## config.mk

```make
export PLATFORM = sky130hd
export DESIGN_NAME = twm_timer_wave
export DESIGN_NICKNAME = d
export VERILOG_FILES = /design/src/twm_pkg.sv /design/src/twm_timer_wave.sv
export SDC_FILE = /design/constraint.sdc
export NUM_CORES = 1
export LEC_CHECK = 0
export ABC_AREA = 1
export BUFFER_PORTS_ARGS = -buffer_cell sky130_fd_sc_hd__buf_4
export CELL_PAD_IN_SITES_DETAIL_PLACEMENT = 0
export CELL_PAD_IN_SITES_GLOBAL_PLACEMENT = 1
export CORE_ASPECT_RATIO = 0.8
export CORE_MARGIN = 4
export CORE_UTILIZATION = 42
export CTS_CLUSTER_SIZE = 20
export DETAILED_ROUTE_END_ITERATION = 12
export PLACE_DENSITY = 0.93
export REMOVE_ABC_BUFFERS = 1
export SETUP_SLACK_MARGIN = 0.05
export SYNTH_ARGS = -nofsm -noshare
export SYNTH_HDL_FRONTEND = slang
export SYNTH_SLANG_ARGS = --single-unit
```

## constraint.sdc

```tcl
create_clock -name clk_sys -period 4.2 [get_ports clk_sys]
set_clock_uncertainty 0.2 [all_clocks]
set_input_delay 0.21 -clock clk_sys [delete_from_list [all_inputs] [get_ports clk_sys]]
set_output_delay 0.21 -clock clk_sys [all_outputs]
set_load 0.02 [all_outputs]
```

## src/twm_pkg.sv

```systemverilog
// Purpose: shared constants of the timer waveform block
// Assumes: APB with 32-bit data, one register per aligned word
// Notes:   every offset is a byte address
`default_nettype none

package twm_pkg;

    // ==========================================================
    // register byte addresses
    localparam logic [7:0] ADDR_CTRL  = 8'h00;
    localparam logic [7:0] ADDR_FORCE = 8'h04;
    localparam logic [7:0] ADDR_COUNT = 8'h08;
    localparam logic [7:0] ADDR_CMPA  = 8'h0c;
    localparam logic [7:0] ADDR_CMPB  = 8'h10;
    localparam logic [7:0] ADDR_FLAGS = 8'h14;
    localparam logic [7:0] ADDR_PORT  = 8'h18;
    localparam logic [7:0] ADDR_WAVE  = 8'h1c;

    // ==========================================================
    // field positions
    localparam int CTRL_WGM_LSB  = 0;
    localparam int CTRL_COMA_LSB = 4;
    localparam int CTRL_COMB_LSB = 6;
    localparam int FLAG_OVF_BIT  = 0;
    localparam int FLAG_CMP_LSB  = 1;
    localparam int PORT_DATA_LSB = 0;
    localparam int PORT_DIR_LSB  = 4;
    localparam int NUM_CHAN      = 2;

    // ==========================================================
    // waveform generation modes
    localparam logic [2:0] WGM_NORMAL   = 3'h0;
    localparam logic [2:0] WGM_CTC      = 3'h2;
    localparam logic [2:0] WGM_FAST_MAX = 3'h3;
    localparam logic [2:0] WGM_FAST_OCR = 3'h7;

    // ==========================================================
    // compare output modes
    localparam logic [1:0] COM_NONE   = 2'h0;
    localparam logic [1:0] COM_TOGGLE = 2'h1;
    localparam logic [1:0] COM_CLEAR  = 2'h2;
    localparam logic [1:0] COM_SET    = 2'h3;

    // ==========================================================
    // counter limits and reset values
    localparam logic [7:0] CNT_MAX    = 8'hff;
    localparam logic [7:0] CNT_BOTTOM = 8'h00;
    localparam logic [2:0] RST_WGM    = 3'h0;
    localparam logic [1:0] RST_COM    = 2'h0;
    localparam logic [7:0] RST_COUNT  = 8'h00;
    localparam logic [7:0] RST_CMP    = 8'h00;
    localparam logic [1:0] RST_BITS   = 2'h0;

endpackage

`default_nettype wire

```

## src/twm_timer_wave.sv

```systemverilog
// Purpose: 8-bit timer counter with compare output waveform unit
// Assumes: timerTick is a one-cycle enable from a prescaler on clk_sys
// Notes:   zero-wait APB slave; phase correct and reserved modes count
//          as normal mode
`default_nettype none

// How it works
// - nonzero compare mode puts waveform on pin
// - direction bit still gates pin drive
// - override ignores waveform generation mode
// - compare mode zero holds waveform state
// - new compare mode acts at next match
// - force strobe applies action in non-PWM
// - only generation mode chooses counting sequence
// - normal mode counts up, wraps ff to 00
// - normal overflow flag as counter becomes zero
// - counter only sets overflow, software clears
// - clear-on-match mode clears on compare A
// - unbuffered compare A, missed match wraps around
// - clear-on-match sets compare flag A at top
// - toggle mode inverts output A each match
// - clear-on-match overflow on max to zero
// - modes 3 and 7 fast PWM, tops
// - fast PWM counts to top, then clears
// - non-inverting clears at match, sets bottom
// - two non-inverting, three inverting
// - fast PWM overflow flag at top
// - zero gives spike, max gives level
// - fast PWM toggle mode on match
// - compare buffered only in PWM modes
// - match sets compare flag next timer cycle
// - forced compare touches only waveform state
// - waveform state writable before pin enabled
module twm_timer_wave
    import twm_pkg::*;
(
    input  wire logic        clk_sys,
    input  wire logic        rst,
    input  wire logic        psel,
    input  wire logic        penable,
    input  wire logic        pwrite,
    input  wire logic [7:0]  paddr,
    input  wire logic [31:0] pwdata,
    output logic      [31:0] prdata,
    output logic             pready,
    output logic             pslverr,
    input  wire logic        timerTick,
    output logic      [1:0]  pinOut,
    output logic      [1:0]  pinOeN,
    output logic      [7:0]  counterValue,
    output logic             overflowFlag,
    output logic             compareFlagA,
    output logic             compareFlagB
);

    // ==========================================================
    // decode helpers
    function automatic logic isPwm(input logic [2:0] m);
        return (m == WGM_FAST_MAX) || (m == WGM_FAST_OCR);
    endfunction

    function automatic logic compareAction(
        input logic [1:0] com,
        input logic       w
    );
        logic r;
        r = w;
        unique case (com)
            COM_NONE:   r = w;
            COM_TOGGLE: r = ~w;
            COM_CLEAR:  r = 1'b0;
            COM_SET:    r = 1'b1;
        endcase
        return r;
    endfunction

    function automatic logic isMapped(input logic [7:0] a);
        return (a == ADDR_CTRL) || (a == ADDR_FORCE) ||
               (a == ADDR_COUNT) || (a == ADDR_CMPA) ||
               (a == ADDR_CMPB) || (a == ADDR_FLAGS) ||
               (a == ADDR_PORT) || (a == ADDR_WAVE);
    endfunction

    // ==========================================================
    // state
    logic [2:0]       waveGenMode_r;
    logic [2:0]       waveGenMode_nxt;
    logic [1:0][1:0]  compareOutputMode_r;
    logic [1:0][1:0]  compareOutputMode_nxt;
    logic [7:0]       counterValue_r;
    logic [7:0]       counterValue_nxt;
    logic [1:0][7:0]  compareValueChan_r;
    logic [1:0][7:0]  compareValueChan_nxt;
    logic [1:0][7:0]  compareBuf_r;
    logic [1:0][7:0]  compareBuf_nxt;
    logic             overflowFlag_r;
    logic             overflowFlag_nxt;
    logic [1:0]       compareFlagChan_r;
    logic [1:0]       compareFlagChan_nxt;
    logic [1:0]       waveState_r;
    logic [1:0]       waveState_nxt;
    logic [1:0]       portData_r;
    logic [1:0]       portData_nxt;
    logic [1:0]       pinDirectionBit_r;
    logic [1:0]       pinDirectionBit_nxt;
    logic             blockMatch_r;
    logic             blockMatch_nxt;
    logic [31:0]      prdata_r;
    logic [31:0]      prdata_nxt;

    // ==========================================================
    // bus strobes and counter conditions
    logic             busWr;
    logic             ctrlWr;
    logic             forceWr;
    logic             countWr;
    logic             flagsWr;
    logic             portWr;
    logic             waveWr;
    logic [1:0]       cmpWr;
    logic             pwmMode;
    logic [7:0]       topValue;
    logic             atTop;
    logic             topTick;
    logic             matchEn;
    logic [1:0]       matchChan;
    logic [1:0]       forceChan;

    assign busWr   = psel & penable & pwrite;
    assign ctrlWr  = busWr & (paddr == ADDR_CTRL);
    assign forceWr = busWr & (paddr == ADDR_FORCE);
    assign countWr = busWr & (paddr == ADDR_COUNT);
    assign flagsWr = busWr & (paddr == ADDR_FLAGS);
    assign portWr  = busWr & (paddr == ADDR_PORT);
    assign waveWr  = busWr & (paddr == ADDR_WAVE);
    assign cmpWr   = {busWr & (paddr == ADDR_CMPB), busWr & (paddr == ADDR_CMPA)};

    assign pwmMode  = isPwm(waveGenMode_r);
    assign topValue = (waveGenMode_r == WGM_FAST_OCR) ? compareValueChan_r[0]
                                                      : CNT_MAX;
    assign atTop    = (counterValue_r == topValue);
    assign topTick  = timerTick & pwmMode & atTop & ~countWr;

    // a counter write blocks matches for the following timer cycle, and a write
    // in the tick cycle itself wins over any match on the old value
    assign matchEn  = timerTick & ~blockMatch_r & ~countWr;

    genvar ch;
    generate
        for (ch = 0; ch < NUM_CHAN; ch++) begin : g_chan
            assign matchChan[ch] = matchEn &
                                   (counterValue_r == compareValueChan_r[ch]);
            assign forceChan[ch] = forceWr & pwdata[ch] & ~pwmMode;
            assign pinOut[ch]    = (compareOutputMode_r[ch] != COM_NONE)
                                   ? waveState_r[ch] : portData_r[ch];
            assign pinOeN[ch]    = ~pinDirectionBit_r[ch];
        end
    endgenerate

    // ==========================================================
    // next-state logic
    always_comb begin
        waveGenMode_nxt       = waveGenMode_r;
        compareOutputMode_nxt = compareOutputMode_r;
        counterValue_nxt      = counterValue_r;
        compareValueChan_nxt  = compareValueChan_r;
        compareBuf_nxt        = compareBuf_r;
        overflowFlag_nxt      = overflowFlag_r;
        compareFlagChan_nxt   = compareFlagChan_r;
        waveState_nxt         = waveState_r;
        portData_nxt          = portData_r;
        pinDirectionBit_nxt   = pinDirectionBit_r;
        blockMatch_nxt        = blockMatch_r;
        prdata_nxt            = prdata_r;

        // control fields; mode change acts from the next edge on
        if (ctrlWr) begin
            waveGenMode_nxt          = pwdata[CTRL_WGM_LSB +: 3];
            compareOutputMode_nxt[0] = pwdata[CTRL_COMA_LSB +: 2];
            compareOutputMode_nxt[1] = pwdata[CTRL_COMB_LSB +: 2];
        end

        // counting: chosen by generation mode only
        if (timerTick) begin
            if (pwmMode) begin
                counterValue_nxt = atTop ? CNT_BOTTOM
                                         : counterValue_r + 8'h01;
            end else if (waveGenMode_r == WGM_CTC && matchChan[0]) begin
                counterValue_nxt = CNT_BOTTOM;
            end else begin
                counterValue_nxt = counterValue_r + 8'h01;
            end
            if (pwmMode ? atTop : (counterValue_r == CNT_MAX)) begin
                overflowFlag_nxt = 1'b1;
            end
            blockMatch_nxt = 1'b0;
        end
        if (countWr) begin
            counterValue_nxt = pwdata[7:0];
            blockMatch_nxt   = 1'b1;
        end

        // compare registers: buffer always, active copy per mode
        for (int i = 0; i < NUM_CHAN; i++) begin
            if (cmpWr[i]) begin
                compareBuf_nxt[i] = pwdata[7:0];
            end
            if (!pwmMode) begin
                if (cmpWr[i]) begin
                    compareValueChan_nxt[i] = pwdata[7:0];
                end
            end else if (topTick) begin
                compareValueChan_nxt[i] = compareBuf_nxt[i];
            end
        end

        // waveform state; bottom wins over a match at the same tick
        for (int i = 0; i < NUM_CHAN; i++) begin
            if (pwmMode) begin
                unique case (compareOutputMode_r[i])
                    COM_NONE: begin
                        waveState_nxt[i] = waveState_r[i];
                    end
                    COM_TOGGLE: begin
                        if (matchChan[i]) begin
                            waveState_nxt[i] = ~waveState_r[i];
                        end
                    end
                    COM_CLEAR: begin
                        if (topTick) begin
                            waveState_nxt[i] = 1'b1;
                        end else if (matchChan[i]) begin
                            waveState_nxt[i] = 1'b0;
                        end
                    end
                    COM_SET: begin
                        if (topTick) begin
                            waveState_nxt[i] = 1'b0;
                        end else if (matchChan[i]) begin
                            waveState_nxt[i] = 1'b1;
                        end
                    end
                endcase
            end else if (matchChan[i] || forceChan[i]) begin
                waveState_nxt[i] = compareAction(compareOutputMode_r[i],
                                                 waveState_r[i]);
            end
        end
        if (waveWr) begin
            waveState_nxt = pwdata[1:0];
        end

        // flags: hardware set wins over a software clear
        if (flagsWr) begin
            overflowFlag_nxt    = overflowFlag_nxt & ~pwdata[FLAG_OVF_BIT];
            compareFlagChan_nxt = compareFlagChan_r & ~pwdata[FLAG_CMP_LSB +: 2];
        end
        compareFlagChan_nxt = compareFlagChan_nxt | matchChan;
        if (timerTick && (pwmMode ? atTop : (counterValue_r == CNT_MAX))) begin
            overflowFlag_nxt = 1'b1;
        end

        // port bits
        if (portWr) begin
            portData_nxt        = pwdata[PORT_DATA_LSB +: 2];
            pinDirectionBit_nxt = pwdata[PORT_DIR_LSB +: 2];
        end

        // read data is captured in the setup cycle so it is a flop output
        if (psel && !penable) begin
            unique case (paddr)
                ADDR_CTRL:  prdata_nxt = {24'h000000, compareOutputMode_r[1],
                                          compareOutputMode_r[0], 1'b0, waveGenMode_r};
                ADDR_COUNT: prdata_nxt = {24'h000000, counterValue_r};
                ADDR_CMPA:  prdata_nxt = {24'h000000, compareBuf_r[0]};
                ADDR_CMPB:  prdata_nxt = {24'h000000, compareBuf_r[1]};
                ADDR_FLAGS: prdata_nxt = {29'h00000000, compareFlagChan_r, overflowFlag_r};
                ADDR_PORT:  prdata_nxt = {26'h0000000, pinDirectionBit_r, 2'h0, portData_r};
                ADDR_WAVE:  prdata_nxt = {30'h00000000, waveState_r};
                default:    prdata_nxt = 32'h00000000;
            endcase
        end
    end

    // ==========================================================
    // registers
    always_ff @(posedge clk_sys or posedge rst) begin
        if (rst) begin
            waveGenMode_r       <= RST_WGM;
            compareOutputMode_r <= {RST_COM, RST_COM};
            counterValue_r      <= RST_COUNT;
            compareValueChan_r  <= {RST_CMP, RST_CMP};
            compareBuf_r        <= {RST_CMP, RST_CMP};
            overflowFlag_r      <= 1'b0;
            compareFlagChan_r   <= RST_BITS;
            waveState_r         <= RST_BITS;
            portData_r          <= RST_BITS;
            pinDirectionBit_r   <= RST_BITS;
            blockMatch_r        <= 1'b0;
            prdata_r            <= 32'h00000000;
        end else begin
            waveGenMode_r       <= waveGenMode_nxt;
            compareOutputMode_r <= compareOutputMode_nxt;
            counterValue_r      <= counterValue_nxt;
            compareValueChan_r  <= compareValueChan_nxt;
            compareBuf_r        <= compareBuf_nxt;
            overflowFlag_r      <= overflowFlag_nxt;
            compareFlagChan_r   <= compareFlagChan_nxt;
            waveState_r         <= waveState_nxt;
            portData_r          <= portData_nxt;
            pinDirectionBit_r   <= pinDirectionBit_nxt;
            blockMatch_r        <= blockMatch_nxt;
            prdata_r            <= prdata_nxt;
        end
    end

    // ==========================================================
    // outputs
    assign prdata       = prdata_r;
    assign pready       = 1'b1;
    assign pslverr      = psel & penable & ~isMapped(paddr);
    assign counterValue = counterValue_r;
    assign overflowFlag = overflowFlag_r;
    assign compareFlagA = compareFlagChan_r[0];
    assign compareFlagB = compareFlagChan_r[1];
endmodule

`default_nettype wire

```

==> results.sh, run 1 <==
export IMPL_yosys_area_share_xor_xnor=0.0149
export IMPL_cp_end_kind="register"
export IMPL_cpPeakStageDelay_ns=0.52
export IMPL_n_antenna_cell=0
export IMPL_wl_per_cell_um=16.4
export IMPL_crit_path_frequent_cell="nand2_1"
export IMPL_hold_viol_final=0
export IMPL_ios=95
export IMPL_cts_root_buffer="clkbuf_16"
export IMPL_rsz0062_at_grt="no"
export IMPL_tns_ns=0
export IMPL_first_pass_iters=5
export IMPL_avgSynthCellArea_sq_um=7.14
export IMPL_port_buffers=45
export IMPL_worst_path_stages=13
export IMPL_hp_class="input port to register"
export IMPL_p_per_area_nw_per_um2=417
export IMPL_dieArea_sq_um=11400
export IMPL_ff2ff_path_depth=13
export IMPL_fin_cells=742
export IMPL_cp_data_arrival_time_ns=2.94
export IMPL_area_growth_pct=17.0
export IMPL_power_share_clock=0.423
export IMPL_remaining_drc_errors=0
export IMPL_whs_ns=0.00903
export IMPL_crit_end="compareValueChan_r[2]"
export IMPL_comb_power_share=0.203
export IMPL_cp_max_fo=32
export IMPL_r2r_start="waveGenMode_r[1]"
export IMPL_insertion_delay_ns=0.34
export IMPL_synth_top_family_by_area="simple AND/OR/NAND/NOR gates"
export IMPL_ys_ff_latch=65
export IMPL_grt_start_max_net_pins=39
export IMPL_finalWorstSetupSlack_ns=1.29
export IMPL_fin_crit_sh=0.694
export IMPL_path_clk_slew_ns=0.06
export IMPL_place_ws_ns=1.38
export IMPL_vias_per_cell=5.35
export IMPL_rr_endpoint="compareValueChan_r[2]"
export IMPL_cts_made_buffers=9
export IMPL_gp_congestion=0.944
export IMPL_core_area_sq_um=9270
export IMPL_setup_viol=0
export IMPL_cts_tree="built"
export IMPL_cts_max_path_buffers=2
export IMPL_grt_total_usage=0.224
export IMPL_num_rows=31
export IMPL_ir_drop_mv=0.202
export IMPL_start_kind="register"
export IMPL_layout_min_cycle_time_ns=2.91
export IMPL_ys_warn_count=0
export IMPL_final_common_cell="nand2_1"
export IMPL_finalNetCount=669
export IMPL_ctsResizeCount=0
export IMPL_die_x_um=119
export IMPL_power_switching_uw=625
export IMPL_synth_seq_area_share=0.396
export IMPL_place_area_sq_um=4440
export IMPL_crit_start="waveGenMode_r[1]"
export IMPL_num_vias=3971
export IMPL_die_h_um=96.4
export IMPL_grt_pass1_wl_mm=20.1
export IMPL_path_cells="nand2_2 -> inv_2 -> nand2_2 -> nand2_1 -> nand2_1 -> nor2_4 -> nand3_4 -> nor2_4 -> nor2_2 -> a21oi_1 -> nand2_1 -> o21ai_1 -> inv_1"
export IMPL_p_int_mw=1.38
export IMPL_synthSimpleGateAreaFrac=0.294
export IMPL_drtAntennaViolNets=0
export IMPL_critPathBufInv=2
export IMPL_drt_iter0_markers=320
export IMPL_syn_area_sq_um=4110
export IMPL_swShare=0.312
export IMPL_maxSlewHeadroom=0.571
export IMPL_required_ns=4.22
export IMPL_outcome="finished, final reports clean"
export IMPL_drt_total_wl_mm=12.2
export IMPL_ff2ff_setup_slack_ns=1.29
export IMPL_design_area_sq_um=4800
export IMPL_antenna_found_initial=0
export IMPL_start_util=0.443
export IMPL_p_leak_nw=2.40
export IMPL_grt_pass1_vias=3908
export IMPL_critical_path_top_delay_family="simple AND/OR/NAND/NOR gates"
export IMPL_syn_inst=575
export IMPL_fill_cells=906
export IMPL_muxShareOfSynthArea=0.00975
export IMPL_slowest_stage="inv_2"
export IMPL_drive_above_1_share=0.145
export IMPL_max_freq_mhz=343
export IMPL_grt_overflow=0
export IMPL_drv_slew=0
export IMPL_worst_slew_pin_slew_ns=0.644
export IMPL_htree_levels=3
export IMPL_cap_viol_max_count=0
export IMPL_cts_sink_count=65
export IMPL_synthAdderAreaFrac=0.00305
export IMPL_ys_types=40
export IMPL_seqPwrFrac=0.374
export IMPL_synth_compound_area_frac=0.149
export IMPL_final_cell_mix="nand2_1 (166), inv_1 (69), dfrtp_1 (65), o21ai_0 (49), buf_4 (46)"
export IMPL_dp_cells=724
export IMPL_dp_hpwl_mm=9.34
export IMPL_path_class="register to register"
==> per-stage QoR <==
step | util | total power, mW
floorplan | - | 1.00
global placement | 0.479 | 1.16
detailed placement | 0.479 | 1.16
CTS | 0.518 | 2.01
global route | 0.518 | 2.10
finish | 0.518 | 2.00
==> flip-flops by register name (all words and copies together), names as in the netlist <==
name                 flops
compareOutputMode_r      4
waveGenMode_r            3
waveState_r              2
prdata                   8
portData_r               2
compareValueChan_r      16
counterValue             8
overflowFlag             1
blockMatch_r             1
compareFlagChan_r        2
pinDirectionBit_r        2
compareBuf_r            16
==> worst min-delay path: cells and delay by family <==
kind            cells  cell delay [ns]
simple gates        1             0.06
buf+inv             2             0.14
compound gates      2             0.11
==> cell usage after synthesis <==
cell	number	area, sq um
a211oi_1	3	22.5
a21o_1	1	7.51
a21oi_1	16	80.1
a221oi_1	3	26.3
and3_1	1	6.26
buf_1	1	3.75
buf_2	3	15.0
buf_4	25	188
buf_6	1	11.3
clkbuf_1	5	18.8
clkinv_1	1	3.75
conb_1	2	7.51
dfrtp_1	65	1630
ha_1	1	12.5
inv_1	70	263
inv_2	9	33.8
mux2i_1	4	40.0
nand2_1	166	623
nand2_2	5	31.3
nand2_4	1	11.3
nand3_1	33	165
nand3_4	1	17.5
nand4_1	8	50.1
nor2_1	40	150
nor2_2	5	31.3
nor2_4	5	56.3
nor3_1	5	25.0
nor3b_1	2	15.0
nor4_1	2	12.5
nor4_2	1	12.5
o2111ai_1	2	17.5
o211ai_1	3	22.5
o21ai_0	49	245
o21ai_1	18	90.1
o21ai_4	1	16.3
o221ai_1	8	70.1
o22ai_1	1	6.26
o2bb2ai_1	1	8.76
xnor2_1	1	8.76
xor2_1	6	52.6
==> per-layer routing <==
layer  vias up  GRT usage  wire length, um
li1       1906          -                -
met1      1873      0.312             5550
met2       174      0.349             5390
met3        18     0.0524             1060
met4         0     0.0694              172
met5         -          0                0
==> worst min-delay path by stage <==
stage	slack, ns	cells after the start	from	to
after floorplan	0.15	2	timerTick	overflowFlag
after global placement	0.11	2	rst	pinDirectionBit_r[0]
after detailed placement	0.13	2	rst	pinDirectionBit_r[0]
after CTS	0.0006	3	pwdata[1]	counterValue[1]
after global routing	0.02	3	pwdata[1]	counterValue[1]
final	0.009	5	pwdata[6]	compareValueChan_r[6]
==> what timing repair did <==
action                    CTS  global route
hold endpoints to repair   28             0
buffers inserted            0             0
hold buffers                2             0
==> power groups by stage <==
| stage | Clock [mW] | Combinational (mW) | Sequential (mW) |
|---|---|---|---|
| 3_5_place_dp | 0 | 0.403 | 0.759 |
| 2_1_floorplan | 0 | 0.225 | 0.776 |
| 5_1_grt | 0.880 | 0.458 | 0.757 |
| 3_3_place_gp | 0 | 0.398 | 0.758 |
| 6_report | 0.848 | 0.407 | 0.749 |
| 4_1_cts | 0.851 | 0.407 | 0.748 |
==> kinds of logic (layout without fill, tap and decap cells) <==
kind of cell	after synthesis	after routing
compound gates	106	106
mux	4	4
other cells	2	25
flops	65	65
xor+xnor	7	7
fa+ha+maj	1	1
buf+inv	115	144
simple gates	275	275
==> layout make-up <==
class | instances | area [sq um] | area share
Multi-Input combinational cell | 418 | 2030 | 0.422
Sequential cell | 65 | 1630 | 0.339
Timing Repair Buffer | 48 | 365 | 0.0761
Inverter | 80 | 300 | 0.0625
Clock buffer | 11 | 253 | 0.0526
Tap cell | 115 | 144 | 0.0300
Clock inverter | 5 | 86.3 | 0.0180
No activity file was read; power rests on OpenSTA's default activity.
==> run 2, diff against run 1 <==
- CORE_UTILIZATION: 42 -> 39
- PLACE_DENSITY: 0.93 -> 0.88
- clock period: 4.2 -> 2.75 ns (I/O delays scaled with it)
==> run 2 against run 1 <==
- worst hold slack better by 0.0011 ns
- power grew 50%
- die area up 7.1%
==> results.sh, run 2 (synthesis results as in run 1) <==
export IMPL_ir_drop_mv=0.333
export IMPL_htree_levels=3
export IMPL_die_x_um=123
export IMPL_ios=95
export IMPL_wl_per_cell_um=15.8
export IMPL_setup_viol=0
export IMPL_cts_max_path_buffers=2
export IMPL_hold_viol_final=0
export IMPL_grt_overflow=0
export IMPL_die_h_um=99.8
export IMPL_critPathBufInv=2
export IMPL_gp_congestion=0.911
export IMPL_finalNetCount=684
export IMPL_num_vias=3991
export IMPL_hp_class="input port to register"
export IMPL_first_pass_iters=5
export IMPL_start_kind="register"
export IMPL_start_util=0.399
export IMPL_power_switching_uw=954
export IMPL_num_rows=33
export IMPL_remaining_drc_errors=0
export IMPL_p_int_mw=2.06
export IMPL_dieArea_sq_um=12200
export IMPL_cap_viol_max_count=0
export IMPL_port_buffers=45
export IMPL_crit_start="counterValue[2]"
export IMPL_crit_path_frequent_cell="nand3_1"
export IMPL_comb_power_share=0.213
export IMPL_path_class="register to register"
export IMPL_cts_tree="built"
export IMPL_area_growth_pct=20.4
export IMPL_final_common_cell="nand2_1"
export IMPL_grt_pass1_vias=3758
export IMPL_seq_area_sq_um=1630
export IMPL_fin_cells=781
export IMPL_insertion_delay_ns=0.34
export IMPL_grt_start_max_net_pins=66
export IMPL_core_area_sq_um=10300
export IMPL_vias_per_cell=5.11
export IMPL_cp_end_kind="register"
export IMPL_n_antenna_cell=0
export IMPL_final_cell_mix="nand2_1 (166), inv_1 (69), dfrtp_1 (65), buf_4 (52), o21ai_0 (49)"
export IMPL_path_cells="inv_1 -> nand2_1 -> nand4_1 -> nor4_1 -> buf_4 -> nand3_1 -> nand3_1 -> o221ai_1"
export IMPL_grt_total_usage=0.214
export IMPL_outcome="finished, final reports clean"
export IMPL_cts_made_buffers=9
export IMPL_cts_root_buffer="clkbuf_16"
export IMPL_cts_sink_count=65
export IMPL_power_share_clock=0.406
export IMPL_seqPwrFrac=0.381
export IMPL_maxSlewHeadroom=0.433
export IMPL_max_freq_mhz=418
export IMPL_cts_setup_buffers=0
export IMPL_layout_min_cycle_time_ns=2.39
export IMPL_critical_path_top_delay_family="simple AND/OR/NAND/NOR gates"
export IMPL_cp_max_fo=8
export IMPL_dp_hpwl_mm=9.36
export IMPL_slowest_stage="dfrtp_1"
export IMPL_drtAntennaViolNets=0
export IMPL_top_regs="compareBuf_r x16, compareValueChan_r x16"
export IMPL_antenna_found_initial=0
export IMPL_dp_cells=755
export IMPL_drt_iter0_markers=319
export IMPL_drv_slew=0
export IMPL_drive_above_1_share=0.148
export IMPL_fin_crit_sh=0.870
export IMPL_drt_total_wl_mm=12.3
export IMPL_path_clk_slew_ns=0.06
export IMPL_tns_ns=0
export IMPL_grt_pass1_wl_mm=19.9
export IMPL_cp_data_arrival_time_ns=2.39
export IMPL_rsz0062_at_grt="no"
export IMPL_cpPeakStageDelay_ns=0.51
export IMPL_r2r_start="counterValue[2]"
export IMPL_swShare=0.317
export IMPL_fill_cells=1047
export IMPL_hold_start="psel"
export IMPL_p_per_area_nw_per_um2=609
export IMPL_p_leak_nw=2.45
export IMPL_required_ns=2.75
export IMPL_multi_input_area_sq_um=2030
export IMPL_worst_slew_pin_slew_ns=0.850
export IMPL_fin_util=0.481
## run 2: cell count changes in the layout (fill, tap and decap cells not counted)
cell	before	now
clkinv_4	2	1
clkinvlp_4	0	1
dlygate4sd3_1	2	11
inv_6	1	0
clkbuf_8	2	0
clkbuf_1	0	1
clkinv_2	0	1
buf_4	46	52
## run 2: area by class of cell
class | instances | share of cell area
multi-input cells | 418 | 0.410
flip-flops and latches | 65 | 0.329
repair buffers | 63 | 0.101
inverters | 80 | 0.0608
clock buffers | 10 | 0.0463
well taps | 140 | 0.0355
clock inverters | 5 | 0.0165
## run 2: worst paths after layout
kind / slack [ns] / depth (start not counted) / to
setup / recovery: 0.36 / 8 / counterValue[6]
min in group asynchronous: 0.40 / 4 / pinDirectionBit_r[0]
hold / removal: 0.01 / 5 / prdata[7]
setup reg to reg: 0.36 / 8 / counterValue[6]
hold reg to reg: 0.28 / 2 / prdata[0]
max in group asynchronous: 1.38 / 4 / waveState_r[0]
## run 2: tightest hold or removal path: cells and delay by family
kind,cells,cell delay (ns)
buf+inv,2,0.16
simple gates,3,0.21
## run 2: through the flow
step | hold WS (ns) | worst slack (ns) | power, mW | cell area [sq um]
after global routing | 0.0344 | 0.200 | 3.16 | 4940
after floorplan | 0.0756 | 0.504 | 1.53 | 3960
final | 0.0101 | 0.358 | 3.01 | 4940
after detailed placement | 0.252 | 0.448 | 1.79 | 4520
after CTS | 0.00252 | 0.436 | 3.03 | 4940
after global placement | 0.236 | 0.405 | 1.78 | 4520
## run 2: power by group through the flow
stage / clock network (mW) / logic, mW / registers [mW]
after global routing: 1.29 / 0.710 / 1.16
after CTS: 1.24 / 0.641 / 1.15
after global placement: 0 / 0.621 / 1.16
after floorplan: 0 / 0.344 / 1.19
final: 1.22 / 0.642 / 1.15
after detailed placement: 0 / 0.626 / 1.16
## run 2: layer usage
metal / up-vias / part of all wire / track usage
li1: 1943 / - / -
met1: 1892 / 0.47 / 0.310
met2: 141 / 0.45 / 0.317
met3: 15 / 0.073 / 0.0574
met4: 0 / 0.013 / 0.0508
met5: - / 0 / 0
## run 2: what timing repair did
item,4_1_cts,5_1_grt
hold buffers,11,0
gates resized for setup,0,0
hold endpoints to repair,92,0
